**config.mk**
```make
export PLATFORM = sky130hd
export DESIGN_NAME = dlink_core
export DESIGN_NICKNAME = d
export VERILOG_FILES = /design/src/dlink_pkg.sv /design/src/dlink_core.sv
export SDC_FILE = /design/constraint.sdc
export NUM_CORES = 1
export LEC_CHECK = 0
export BUFFER_PORTS_ARGS = -buffer_cell sky130_fd_sc_hd__buf_2
export CAP_MARGIN = 30
export CORE_MARGIN = 10
export CORE_UTILIZATION = 28
export CTS_BUF_LIST = sky130_fd_sc_hd__clkbuf_8
export CTS_CLUSTER_SIZE = 8
export DETAILED_ROUTE_END_ITERATION = 16
export PLACE_DENSITY = 0.48
export SYNTH_ARGS = -nofsm -noshare
export SYNTH_HDL_FRONTEND = slang
export SYNTH_HIERARCHICAL = 1
export SYNTH_SLANG_ARGS = --single-unit
```
**constraint.sdc**
```tcl
create_clock -name clock_in -period 6.88 [get_ports clock_in]
set_input_delay 1.376 -clock clock_in [delete_from_list [all_inputs] [get_ports clock_in]]
set_output_delay 1.376 -clock clock_in [all_outputs]
set_load 0.01 [all_outputs]
```
**src/dlink_pkg.sv**
```systemverilog
/*
 * shared constants and carrier types of the debug data-link layer.
 * assumes a byte-level uart front end and a simple word bus behind it.
 */
`default_nettype none
package dlink_pkg;
    // instruction byte fields
    localparam int OP_LSB = 5;
    localparam int PTR_LSB = 2;
    localparam int SA_LSB = 2;
    localparam int SB_LSB = 0;
    // opcodes
    localparam logic [2:0] OP_LDS = 3'h0;
    localparam logic [2:0] OP_LD = 3'h1;
    localparam logic [2:0] OP_STS = 3'h2;
    localparam logic [2:0] OP_ST = 3'h3;
    localparam logic [2:0] OP_RPT = 3'h5;
    // pointer modes
    localparam logic [1:0] PTR_AT = 2'h0;
    localparam logic [1:0] PTR_INC = 2'h1;
    localparam logic [1:0] PTR_REG = 2'h2;
    // error signature codes
    localparam logic [2:0] SIG_NONE = 3'h0;
    localparam logic [2:0] SIG_PARITY = 3'h1;
    localparam logic [2:0] SIG_FRAME = 3'h2;
    localparam logic [2:0] SIG_TIMEOUT = 3'h3;
    localparam logic [2:0] SIG_CONTEND = 3'h4;
    // acknowledge character and guard floor
    localparam logic [7:0] ACK_CHAR = 8'h40;
    localparam logic [3:0] GUARD_MIN = 4'h2;
    // response buffer shape and bus time-out
    localparam int FIFO_WIDTH = 8;
    localparam int FIFO_DEPTH = 32;
    localparam int TIMEOUT_CYCLES_DEFAULT = 65536;
    // one received character with its line status
    typedef struct packed {
        logic valid;
        logic brk;
        logic parity_err;
        logic frame_err;
        logic contend_err;
        logic [7:0] data;
    } rx_t;
    // system bus request
    typedef struct packed {
        logic req;
        logic we;
        logic [1:0] size;
        logic [31:0] addr;
        logic [31:0] wdata;
    } bus_t;
    typedef enum {S_IDLE, S_RPT, S_ADDR, S_DATA, S_BUS, S_RESP, S_ACK, S_ERR} state_t;
endpackage : dlink_pkg
`default_nettype wire
```
**src/dlink_core.sv**
```systemverilog
/*
 * debug data-link layer: instruction decode, memory access, error lockout,
 * guard time before responses, and the response byte buffer.
 * assumes the uart front end strips sync characters, measures the bit
 * period and hands over characters on the same clock.
 */
// Operation
// - on error, lock out until break
// - record parity, contention, frame, timeout code
// - idle guard bits before first response
// - each guard bit one bit period
// - guard is minimum; debugger waits to timeout
// - at least two guard bits recommended
// - direct load: address in, data out
// - repeated direct load never auto-increments address
// - direct load goes through bus, returns data
// - direct store acks address, then data
// - direct store sizes up to 32, repeatable
// - indirect load from pointer or pointer itself
// - pointer mode 2 stores pointer, acked
// - mode 0 stores, mode 1 also increments
// - indirect store data then ack on success
// - repeat up to 255, break aborts
`timescale 1ns/1ns
`default_nettype none
////////////////////////////////////////////////////////////////////////
// response buffer, flip-flop storage
module byte_fifo import dlink_pkg::*; #(
    parameter int WIDTH = FIFO_WIDTH,
    parameter int DEPTH = FIFO_DEPTH
) (
    input wire logic clock_in,
    input wire logic rstn_in,
    input wire logic ce_in,
    input wire logic in_valid_in,
    output logic in_ready_out,
    input wire logic [WIDTH-1:0] in_data_in,
    output logic out_valid_out,
    input wire logic out_ready_in,
    output logic [WIDTH-1:0] out_data_out
);
    localparam int AW = $clog2(DEPTH);
    logic [WIDTH-1:0] mem [DEPTH];        // storage words
    logic [WIDTH-1:0] next_mem [DEPTH];
    logic [AW-1:0] wp, rp, next_wp, next_rp; // write and read index
    logic [AW:0] cnt, next_cnt;            // words held
    logic push, pop;
    // honest full and empty
    assign in_ready_out = (cnt != (AW+1)'(DEPTH));
    assign out_valid_out = (cnt != '0);
    assign out_data_out = mem[rp];
    assign push = in_valid_in && in_ready_out;
    assign pop = out_valid_out && out_ready_in;
    // next pointers and contents
    always_comb begin
        next_mem = mem;
        next_wp = wp;
        next_rp = rp;
        next_cnt = cnt;
        if (push) begin
            next_mem[wp] = in_data_in;
            next_wp = (wp == AW'(DEPTH-1)) ? '0 : wp + 1'b1;
        end
        if (pop) begin
            next_rp = (rp == AW'(DEPTH-1)) ? '0 : rp + 1'b1;
        end
        next_cnt = cnt + (AW+1)'(push) - (AW+1)'(pop);
    end
    // registers
    always_ff @(posedge clock_in or negedge rstn_in) begin
        if (!rstn_in) begin
            wp <= '0;
            rp <= '0;
            cnt <= '0;
            for (int i = 0; i < DEPTH; i++) begin
                mem[i] <= '0;
            end
        end else if (ce_in) begin
            wp <= next_wp;
            rp <= next_rp;
            cnt <= next_cnt;
            mem <= next_mem;
        end
    end
endmodule : byte_fifo
////////////////////////////////////////////////////////////////////////
// data-link layer top
module dlink_core import dlink_pkg::*; #(
    parameter int TIMEOUT_CYCLES = TIMEOUT_CYCLES_DEFAULT
) (
    input wire logic clock_in,
    input wire logic rstn_in,
    input wire logic ce_in,
    input wire rx_t rx_in,
    input wire logic [3:0] guard_time_count_in,
    input wire logic [15:0] baud_period_in,
    input wire logic tx_ready_in,
    output logic tx_valid_out,
    output logic [7:0] tx_byte_out,
    output bus_t bus_out,
    input wire logic bus_ack_in,
    input wire logic [31:0] bus_rdata_in,
    output logic error_state_out,
    output logic [2:0] error_signature_out
);
    // operand bytes for a size code
    function automatic logic [2:0] nbytes(input logic [1:0] sz);
        nbytes = {1'b0, sz} + 3'h1;
    endfunction : nbytes
    // first state of an instruction or of a repeat pass
    function automatic state_t start_of(input logic [2:0] o, input logic [1:0] p);
        if (o == OP_LDS || o == OP_STS || (o == OP_ST && p == PTR_REG)) begin
            start_of = S_ADDR;
        end else if (o == OP_ST) begin
            start_of = S_DATA;
        end else if (o == OP_LD && p == PTR_REG) begin
            start_of = S_RESP;
        end else if (o == OP_LD) begin
            start_of = S_BUS;
        end else begin
            start_of = S_IDLE;
        end
    endfunction : start_of
    // address size code: a pointer write carries it in the data size field
    function automatic logic [1:0] asize(input logic [2:0] o, input logic [1:0] a,
        input logic [1:0] b);
        asize = (o == OP_ST) ? b : a;
    endfunction : asize
    ////////////////////////////////////////////////////////////////////
    // control state
    state_t st, next_st;
    logic [2:0] op, next_op;          // current opcode
    logic [1:0] sa, next_sa;          // address size code
    logic [1:0] sb, next_sb;          // data size code
    logic [1:0] pm, next_pm;          // pointer mode
    logic [1:0] idx, next_idx;        // byte index
    logic [31:0] addr, next_addr;     // collected address
    logic [31:0] data, next_data;     // collected or returned data
    logic [31:0] ptr, next_ptr;       // internal pointer
    logic [7:0] rpt, next_rpt;        // remaining repeats
    logic [31:0] tmo, next_tmo;       // bus wait counter
    logic stage2, next_stage2;        // direct store data phase
    logic [2:0] sig, next_sig;        // error signature
    bus_t bus, next_bus;
    logic fin;                        // instruction pass finished
    logic rx_err;
    // response buffer feed
    logic f_in_v, f_in_r, f_out_v, f_out_r;
    logic [7:0] f_in_d, f_out_d;
    assign rx_err = rx_in.valid && (rx_in.parity_err || rx_in.frame_err || rx_in.contend_err);
    assign f_in_v = (st == S_RESP) || (st == S_ACK);
    assign f_in_d = (st == S_ACK) ? ACK_CHAR : data[{idx, 3'b000} +: 8];
    // instruction sequencer
    always_comb begin
        next_st = st;
        next_op = op;
        next_sa = sa;
        next_sb = sb;
        next_pm = pm;
        next_idx = idx;
        next_addr = addr;
        next_data = data;
        next_ptr = ptr;
        next_rpt = rpt;
        next_tmo = tmo;
        next_stage2 = stage2;
        next_sig = sig;
        next_bus = bus;
        fin = 1'b0;
        case (st)
            // wait for an instruction byte
            S_IDLE: begin
                if (rx_in.valid) begin
                    next_op = rx_in.data[OP_LSB +: 3];
                    next_sa = rx_in.data[SA_LSB +: 2];
                    next_pm = rx_in.data[PTR_LSB +: 2];
                    next_sb = rx_in.data[SB_LSB +: 2];
                    next_idx = '0;
                    next_stage2 = 1'b0;
                    next_data = ptr;
                    if (rx_in.data[OP_LSB +: 3] == OP_RPT) begin
                        next_st = S_RPT;
                    end else begin
                        next_st = start_of(rx_in.data[OP_LSB +: 3], rx_in.data[PTR_LSB +: 2]);
                    end
                end
            end
            // one repeat byte, capped at 255 by width
            S_RPT: begin
                if (rx_in.valid) begin
                    next_rpt = rx_in.data;
                    next_st = S_IDLE;
                end
            end
            S_ADDR: begin
                if (rx_in.valid) begin
                    // a short address never inherits upper bytes of the last one
                    if (idx == 2'h0) begin
                        next_addr = '0;
                    end
                    next_addr[{idx, 3'b000} +: 8] = rx_in.data;
                    next_idx = idx + 2'h1;
                    if ({1'b0, idx} == nbytes(asize(op, sa, sb)) - 3'h1) begin
                        next_idx = '0;
                        if (op == OP_ST) begin
                            next_ptr = next_addr;
                            next_st = S_ACK;
                        end else if (op == OP_STS) begin
                            next_st = S_ACK;
                        end else begin
                            next_st = S_BUS;
                        end
                    end
                end
            end
            S_DATA: begin
                if (rx_in.valid) begin
                    next_data[{idx, 3'b000} +: 8] = rx_in.data;
                    next_idx = idx + 2'h1;
                    if ({1'b0, idx} == nbytes(sb) - 3'h1) begin
                        next_idx = '0;
                        next_st = S_BUS;
                    end
                end
            end
            // bus access with time-out
            S_BUS: begin
                next_bus.req = 1'b1;
                next_bus.we = (op == OP_STS) || (op == OP_ST);
                next_bus.size = sb;
                // direct forms use the received address only
                next_bus.addr = (op == OP_LDS || op == OP_STS) ? addr : ptr;
                next_bus.wdata = data;
                next_tmo = tmo + 32'h1;
                if (bus.req && bus_ack_in) begin
                    next_bus.req = 1'b0;
                    next_tmo = '0;
                    next_data = bus_rdata_in;
                    next_st = bus.we ? S_ACK : S_RESP;
                    if ((op == OP_LD || op == OP_ST) && pm == PTR_INC) begin
                        next_ptr = ptr + {29'h0, nbytes(sb)};
                    end
                end else if (tmo == 32'(TIMEOUT_CYCLES - 1)) begin
                    next_bus.req = 1'b0;
                    next_tmo = '0;
                    next_sig = SIG_TIMEOUT;
                    next_st = S_ERR;
                end
            end
            // send data bytes, low byte first
            S_RESP: begin
                if (f_in_r) begin
                    next_idx = idx + 2'h1;
                    if ({1'b0, idx} == nbytes(sb) - 3'h1) begin
                        next_idx = '0;
                        fin = 1'b1;
                    end
                end
            end
            S_ACK: begin
                if (f_in_r) begin
                    if (op == OP_STS && !stage2) begin
                        next_stage2 = 1'b1;
                        next_st = S_DATA;
                    end else begin
                        fin = 1'b1;
                    end
                end
            end
            S_ERR: begin
                next_st = S_ERR;
            end
            default: begin
                next_st = S_IDLE;
            end
        endcase
        // run again without a new instruction byte
        if (fin) begin
            if (rpt != 8'h0 && !(op == OP_ST && pm == PTR_REG)) begin
                next_rpt = rpt - 8'h1;
                next_stage2 = 1'b0;
                next_data = ptr;
                next_st = start_of(op, pm);
            end else begin
                next_rpt = 8'h0;
                next_st = S_IDLE;
            end
        end
        // error entry; break wins over it and clears state, repeats, byte index, time-out and bus request, keeping the error signature and pointer
        if (rx_in.valid && rx_in.brk) begin
            next_st = S_IDLE;
            next_rpt = 8'h0;
            next_idx = '0;
            next_tmo = '0;
            next_bus.req = 1'b0;
        end else if (rx_err && st != S_ERR) begin
            next_st = S_ERR;
            next_bus.req = 1'b0;
            next_sig = rx_in.parity_err ? SIG_PARITY : rx_in.frame_err ? SIG_FRAME : SIG_CONTEND;
        end
    end
    // control registers
    always_ff @(posedge clock_in or negedge rstn_in) begin
        if (!rstn_in) begin
            st <= S_IDLE;
            op <= '0;
            sa <= '0;
            sb <= '0;
            pm <= '0;
            idx <= '0;
            addr <= '0;
            data <= '0;
            ptr <= '0;
            rpt <= '0;
            tmo <= '0;
            stage2 <= 1'b0;
            sig <= SIG_NONE;
            bus <= '0;
            error_state_out <= 1'b0;
        end else if (ce_in) begin
            st <= next_st;
            op <= next_op;
            sa <= next_sa;
            sb <= next_sb;
            pm <= next_pm;
            idx <= next_idx;
            addr <= next_addr;
            data <= next_data;
            ptr <= next_ptr;
            rpt <= next_rpt;
            tmo <= next_tmo;
            stage2 <= next_stage2;
            sig <= next_sig;
            bus <= next_bus;
            error_state_out <= (next_st == S_ERR);
        end
    end
    assign bus_out = bus;
    assign error_signature_out = sig;
    ////////////////////////////////////////////////////////////////////
    // response buffer, drained by the transmitter
    byte_fifo #(.WIDTH(FIFO_WIDTH), .DEPTH(FIFO_DEPTH)) byte_fifo_inst (
        .clock_in(clock_in),
        .rstn_in(rstn_in),
        .ce_in(ce_in),
        .in_valid_in(f_in_v),
        .in_ready_out(f_in_r),
        .in_data_in(f_in_d),
        .out_valid_out(f_out_v),
        .out_ready_in(f_out_r),
        .out_data_out(f_out_d)
    );
    ////////////////////////////////////////////////////////////////////
    // guard time and transmit register
    logic turn, next_turn;            // line last carried receive data
    logic grun, next_grun;            // guard interval running
    logic [19:0] gcnt, next_gcnt;     // guard cycles left
    logic next_tx_valid;
    logic [7:0] next_tx_byte;
    logic [3:0] gbits;
    // never fewer than two guard bits
    assign gbits = (guard_time_count_in < GUARD_MIN) ? GUARD_MIN : guard_time_count_in;
    assign f_out_r = f_out_v && !turn && (!tx_valid_out || tx_ready_in);
    always_comb begin
        next_turn = turn;
        next_grun = grun;
        next_gcnt = gcnt;
        next_tx_valid = tx_valid_out;
        next_tx_byte = tx_byte_out;
        if (tx_valid_out && tx_ready_in) begin
            next_tx_valid = 1'b0;
        end
        // count guard bits at the current bit period
        if (turn && f_out_v && !grun) begin
            next_grun = 1'b1;
            next_gcnt = 20'(gbits * baud_period_in);
        end else if (grun) begin
            if (gcnt <= 20'h1) begin
                next_grun = 1'b0;
                next_turn = 1'b0;
            end else begin
                next_gcnt = gcnt - 20'h1;
            end
        end
        if (f_out_r) begin
            next_tx_valid = 1'b1;
            next_tx_byte = f_out_d;
        end
        // received character marks a direction change
        if (rx_in.valid) begin
            next_turn = 1'b1;
        end
    end
    // transmit registers
    always_ff @(posedge clock_in or negedge rstn_in) begin
        if (!rstn_in) begin
            turn <= 1'b0;
            grun <= 1'b0;
            gcnt <= '0;
            tx_valid_out <= 1'b0;
            tx_byte_out <= '0;
        end else if (ce_in) begin
            turn <= next_turn;
            grun <= next_grun;
            gcnt <= next_gcnt;
            tx_valid_out <= next_tx_valid;
            tx_byte_out <= next_tx_byte;
        end
    end
    ////////////////////////////////////////////////////////////////////
    // checks
    err_entry_a: assert property (@(posedge clock_in) disable iff (!rstn_in)
        ce_in && rx_err && !rx_in.brk |=> error_state_out)
        else $error("error did not lock out");
    err_hold_a: assert property (@(posedge clock_in) disable iff (!rstn_in)
        ce_in && st == S_ERR && !(rx_in.valid && rx_in.brk) |=> st == S_ERR && !bus.req)
        else $error("left error state without break");
    sig_parity_a: assert property (@(posedge clock_in) disable iff (!rstn_in)
        ce_in && st != S_ERR && rx_in.valid && rx_in.parity_err && !rx_in.brk
        |=> error_signature_out == SIG_PARITY)
        else $error("parity signature missing");
    guard_first_a: assert property (@(posedge clock_in) disable iff (!rstn_in)
        $rose(tx_valid_out) |-> !$past(turn))
        else $error("response sent without guard");
    guard_len_a: assert property (@(posedge clock_in) disable iff (!rstn_in)
        ce_in && turn && f_out_v && !grun |=> grun && gcnt == 20'($past(gbits) * $past(baud_period_in)))
        else $error("guard length wrong");
    timeout_a: assert property (@(posedge clock_in) disable iff (!rstn_in)
        ce_in && st == S_BUS && !bus_ack_in && !rx_in.valid && tmo == 32'(TIMEOUT_CYCLES - 1)
        |=> error_signature_out == SIG_TIMEOUT && error_state_out)
        else $error("time-out not flagged");
    lds_noinc_a: assert property (@(posedge clock_in) disable iff (!rstn_in)
        ce_in && st == S_BUS && op == OP_LDS && bus_ack_in |=> ptr == $past(ptr))
        else $error("direct load moved pointer");
    ptr_write_a: assert property (@(posedge clock_in) disable iff (!rstn_in)
        ce_in && st == S_ADDR && op == OP_ST && rx_in.valid && !rx_err && !rx_in.brk
        && {1'b0, idx} == nbytes(asize(op, sa, sb)) - 3'h1
        |=> st == S_ACK && f_in_v && f_in_d == ACK_CHAR
        && ptr[{$past(idx), 3'b000} +: 8] == $past(rx_in.data))
        else $error("pointer write not acknowledged");
    post_inc_a: assert property (@(posedge clock_in) disable iff (!rstn_in)
        ce_in && st == S_BUS && bus.req && bus_ack_in && op == OP_ST && pm == PTR_INC
        && !rx_in.brk && !rx_err |=> ptr == $past(ptr) + {29'h0, nbytes($past(sb))})
        else $error("post-increment wrong");
endmodule : dlink_core
`default_nettype wire

```
## After elaboration in Yosys (flattened, before gate mapping)

Index checks and enable logic that the tools add are counted.

- Logic and storage cells: 293
- Output and inout port bits: 81
- Flip-flop bits (word level): 553

- Multiplexer cells: 108
- Equality and inequality tests: 38
- Magnitude comparators: 5
- Multipliers: 1
- Reduce and logical (&&, ||, !) cells: 64
- Add/sub/neg operators: 14
- Shift-type cells: 3
- Bitwise gates (word level): 2

Operator list:

| kind | number |
|---|---|
| 2-to-1 mux 32 bit | 32 |
| bitwise mux 256 bit | 1 |
| one-hot mux 32 bit (8 select lines) | 1 |
| equality test 32 x 3 -> 1 bit, second input constant | 4 |
| equality test 32 x 4 -> 1 bit, second input constant | 3 |
| one-hot mux 32 bit (3 select lines) | 1 |
| 2-to-1 mux 8 bit | 9 |
| 2-to-1 mux 68 bit | 1 |
| bitwise mux 32 bit | 2 |
| equality test 32 x 2 -> 1 bit, second input constant | 2 |
| one-hot mux 32 bit (2 select lines) | 1 |
| 2-to-1 mux 20 bit | 3 |
| 2-to-1 mux 3 bit | 16 |
| binary-select mux 8 bit (select 5 bit) | 1 |
| demux 8 bit (select 5 bit) | 1 |
| adder 32 x 1 -> 32 bit, second input constant | 1 |
| adder 32 x 3 -> 32 bit | 1 |
| equality test 32 x 1 -> 1 bit, second input constant | 1 |
| equality test 32 x 16 -> 1 bit, second input constant | 1 |
| logical NOT 32 bit | 1 |
| inequality test 32 x 4 -> 1 bit, second input constant | 1 |
| variable shift 8 x 7 -> 32 bit, first input constant | 1 |
| indexed part select 32 x 6 -> 8 bit | 1 |
| indexed part select 8 x 7 -> 32 bit | 1 |
| other kinds (47) | 148 |

## Depth between registers and ports, before layout

- Word-level depth: 12
- Depth in mapped cells: 16
- Gate-level depth less buffers: 15

## Modules after synthesis

Netlist, hierarchy kept.

By module, submodules not included:

| module | cells an instance | area each (um2) | instances | seq. area each (um2) |
|---|---|---|---|---|
| dlink_core | 1849 | 16761.1 | 1 | 7031.7 |
| byte_fifo | 877 | 12988.7 | 1 | 6806.5 |

## Worst setup path before layout

Ideal clock, no wire load.

- Path type: input -> register
- Start: input guard_time_count_in[1]
- End: register gcnt[19]
- Arrival time: 4997 ps
- Stages: 15
- Data required time: 6760 ps
- Setup slack: 1763 ps
- Buffers on the path: 1
- Cell sequence: o21bai_1 > clkbuf_1 > and2_1 > fa_1 > inv_1 > fa_1 > inv_1 > ha_1 > a2111oi_0 > a21boi_0 > nor4_1 > o31ai_1 > a21oi_1 > nand2_1 > and3_1

- Word-level cells in the longest chain between the ends: 4

Ends and longest elaborated chain:

| element | line | RTL |
|---|---|---|
| start: declaration | dlink_core.sv:95 | `input wire logic [3:0] guard_time_count_in,` |
| < comparator 4 x 2 -> 1 bit | dlink_core.sv:362 | `assign gbits = (guard_time_count_in < GUARD_MIN) ? GUARD_MIN : guard_time_count_in;` |
| 2-to-1 mux 4 bit (*) | dlink_core.sv:362 |  |
| multiplier 4 x 16 -> 20 bit (*) | dlink_core.sv:376 | `next_gcnt = 20'(gbits * baud_period_in);` |
| 2-to-1 mux 20 bit (*) | dlink_core.sv:374 | `if (turn && f_out_v && !grun) begin` |
| end signal: assignment | dlink_core.sv:405 | `gcnt <= next_gcnt;` |
| end: declaration | dlink_core.sv:357 | `logic [19:0] gcnt, next_gcnt;` |

Every way passes the cells marked *; elsewhere a longest branch is shown, timed or not.
A chain may end at the register's enable or synchronous reset.

## Final worst setup path

- Start: input guard_time_count_in[3]
- End: register gcnt[19]

The elaborated chain is that of the path after synthesis.

==> results.ini <==
[status]
status=finished, final reports clean

[synth]
yosysTopAreaCell=dfrtp_1
yosysWarnings=6
synth.top_cell.area_share_pct=46.52
synth_ff_type=dfrtp_1
post-synth-top-count-cell=dfrtp_1
synth_edf_count=0
async_reset_ff_share_pct=100.0
netlist_top_cells_count=dfrtp_1, mux2_2, nand2_1, a21oi_1, o21ai_0
synth_seq_cells=553
ys_seq_area_share_pct=46.52
synth_area_leaders=dfrtp_1, mux2_2, mux4_2
synth_area_sq_mm=0.02975
syn_inst=2726
synth.avg_cell_area_sq_um=10.91
syn-num-nets=2879
ys_types=87

[clock_network]
ctsHoldBuffers=0
cts-resized-gates=0
numClockSinks=553
clock_latency_ns=0.73
htreeDepth=3
clockBufferDepth=3
numCtsBuffers=99
cts_tree=done
root_buffer=clkbuf_8
clkTransAtPathRegs_ns=0.06
cts_setup_buffers=0

[timing]
finalSetupTns_ns=0
min_period_ns=5.329
slew_viol_final=0
finalCritPeriodShare_pct=77.46
fmax_ghz=0.1876
rsz0062_at_grt=false
worst-slew-pin-transition_ns=1.054
finalClockSkew_ns=0.04717
setup_violations=0
hold_violations=0
slew-limit-headroom_pct=28.76

[detailed_routing]
drt_wl_total_mm=90.93
drt_first_pass_iters=8
vias=21990
drc=0
ant_nets=0
drt_iter0_markers=1751
viasPerCell=5.106
wl_per_cell_microns=21.11

[cells_and_area]
multi_input_area_sq_mm=0.01481
syn2layout_area_growth_pct=13.93
final_util_pct=32.15
seqCellArea_sq_mm=0.01384
final_nets=2990
drive_gt1_share_pct=26.19
design_area_sq_mm=0.03389
fillers=10810

[critical_path]
r2r-start=st[17]$_DFFE_PN0P_
cp-end-kind=register
r2r-end=byte_fifo_inst/mem[126]$_DFFE_PN0P_
crit_type=primary input to register
crit_path_top_delay_cell=o21bai_1
cp.required_ns=7.49
reg2reg_depth=8
slowest_delay_ns=0.79
cp.arrival_ns=5.94
cp_max_fo=18
cp_cell_sequence=buf_2, o21bai_1, and2_1, fa_1, inv_1, fa_1, inv_1, ha_1, a2111oi_0, a21boi_0, nor4_1, o31ai_1, a21oi_1, nand2_1, and3_1
r2r_setup_slack_ns=2.46
critPathBufInv=3
crit_family=compound AO/OA/AOI/OAI gates
startpoint_type=primary input

[worst_hold_path]
hold_depth=2
hold_path_class=register to register
min_from=bus_out[56]$_DFFE_PN0P_
holdPathEnd=bus_out[56]$_DFFE_PN0P_

[floorplan]
die_area_sq_mm=0.1197
io-pin-count=151
initial_core_util_pct=28.22
fp.dieH_microns=346.0
std_cell_rows=119
die_x_microns=346.0
core_sq_mm=0.1054

[pwr]
leakage_nw=15.68
peakVddDrop_v=0.0002159
power_density_mw_per_mm2=340.9
p_total_mw=11.55

[global_route]
grt_max_degree=164
antenna_found_initial=2
grt_pass1_vias=22310
grt_usage_pct=14.79
grt_pass1_wl_mm=140.2
overflow=0

[placed_design]
dpl_cell_area_sq_mm=0.03188
port_buffers=150
place.gp.congestion=0.8247
dpl.hpwl_mm=60.35

[run]
max-cap-violations=0

==> flip-flops by register name, indices dropped and copies added (netlist names), 2 cells and up <==
name                 flops
data                    32
byte_fifo_inst/mem     256
gcnt                    20
rpt                      8
byte_fifo_inst/rp        5
ptr                     32
byte_fifo_inst/cnt       6
tmo                     32
bus_out                 68
tx_byte_out              8
pm                       2
st                      32
error_signature_out      3
op                       3
idx                      2
sb                       2
byte_fifo_inst/wp        5
addr                    32
==> placed cells by master, fill, tap and decap left out, drive strengths merged, types with 30 or more instances in the layout <==
| cell type | n |
|---|---|
| a21oi | 196 |
| a22oi | 51 |
| and2 | 60 |
| buf | 197 |
| clkbuf | 122 |
| dfrtp | 553 |
| fa | 30 |
| ha | 53 |
| inv | 125 |
| mux2 | 309 |
| mux2i | 69 |
| mux4 | 56 |
| nand2 | 236 |
| nand3 | 85 |
| nor2 | 120 |
| nor2b | 53 |
| nor3 | 39 |
| o21ai | 173 |
==> worst min-delay path: cells and delay by family (launching register included) <==
family	cells	cell delay (ns)
AND/OR/NAND/NOR	1	0.04
AO/OA/AOI/OAI	1	0.06
flip-flops	1	0.34
==> worst max path at each step <==
stage                                start              endpoint  depth (start not counted)
floorplan           guard_time_count_in[1]  gcnt[19]$_DFFE_PN0P_                         15
global placement    guard_time_count_in[3]  gcnt[19]$_DFFE_PN0P_                         15
detailed placement  guard_time_count_in[3]  gcnt[19]$_DFFE_PN0P_                         15
CTS                 guard_time_count_in[3]  gcnt[19]$_DFFE_PN0P_                         15
global route        guard_time_count_in[3]  gcnt[19]$_DFFE_PN0P_                         15
finish              guard_time_count_in[3]  gcnt[19]$_DFFE_PN0P_                         15
==> through the flow <==
step	cells	setup slack (ns)	hold WS (ns)
finish	4307	1.551	0.4807
global route	4305	1.126	0.4947
CTS	4303	1.585	0.4857
detailed placement	4126	0.8210	0.4702
global placement	4125	0.8055	0.4643
floorplan	2726	1.763	0.4483
==> kinds of logic (layout without fill, tap and decap cells) <==
family / Yosys count / in the layout / synth area share (%)
simple gates: 720 / 720 / 12.55
compound gates: 628 / 628 / 13.48
flops: 553 / 553 / 46.52
mux: 434 / 434 / 18.32
buf+inv: 276 / 463 / 3.945
fa+ha+maj: 83 / 83 / 4.248
xor+xnor: 32 / 32 / 0.9421
other cells: 0 / 3 / 0
==> area by class of cell <==
class                           count  share of cell area (%)
Multi-Input combinational cell   1897                   43.69
Sequential cell                   553                   40.84
Tap cell                         1391                   5.135
Clock buffer                      122                   4.954
Timing Repair Buffer              197                   3.415
Inverter                           89                  0.9857
Clock inverter                     55                  0.9525
Antenna cell                        3                 0.02215
==> routing by layer <==
metal  wire length (microns)  track usage (%)  vias to the layer above
met5                       0                0                        -
met1                   43160            20.79                    11110
met4                    1978            4.005                        0
li1                        -                -                    10170
met3                    5654            3.434                      131
met2                   40140            22.57                      575
==> where the power goes <==
| group | internal, mW | total (mW) | switching, mW | leakage [nW] |
|---|---|---|---|---|
| Clock | 1.70 | 3.15 | 1.44 | 1.15 |
| Sequential | 3.89 | 4.71 | 0.820 | 7.45 |
| Combinational | 1.52 | 3.69 | 2.17 | 7.08 |
| Total | 7.12 | 11.6 | 4.43 | 15.7 |
Note: power is estimated with default switching activity, not from simulation.
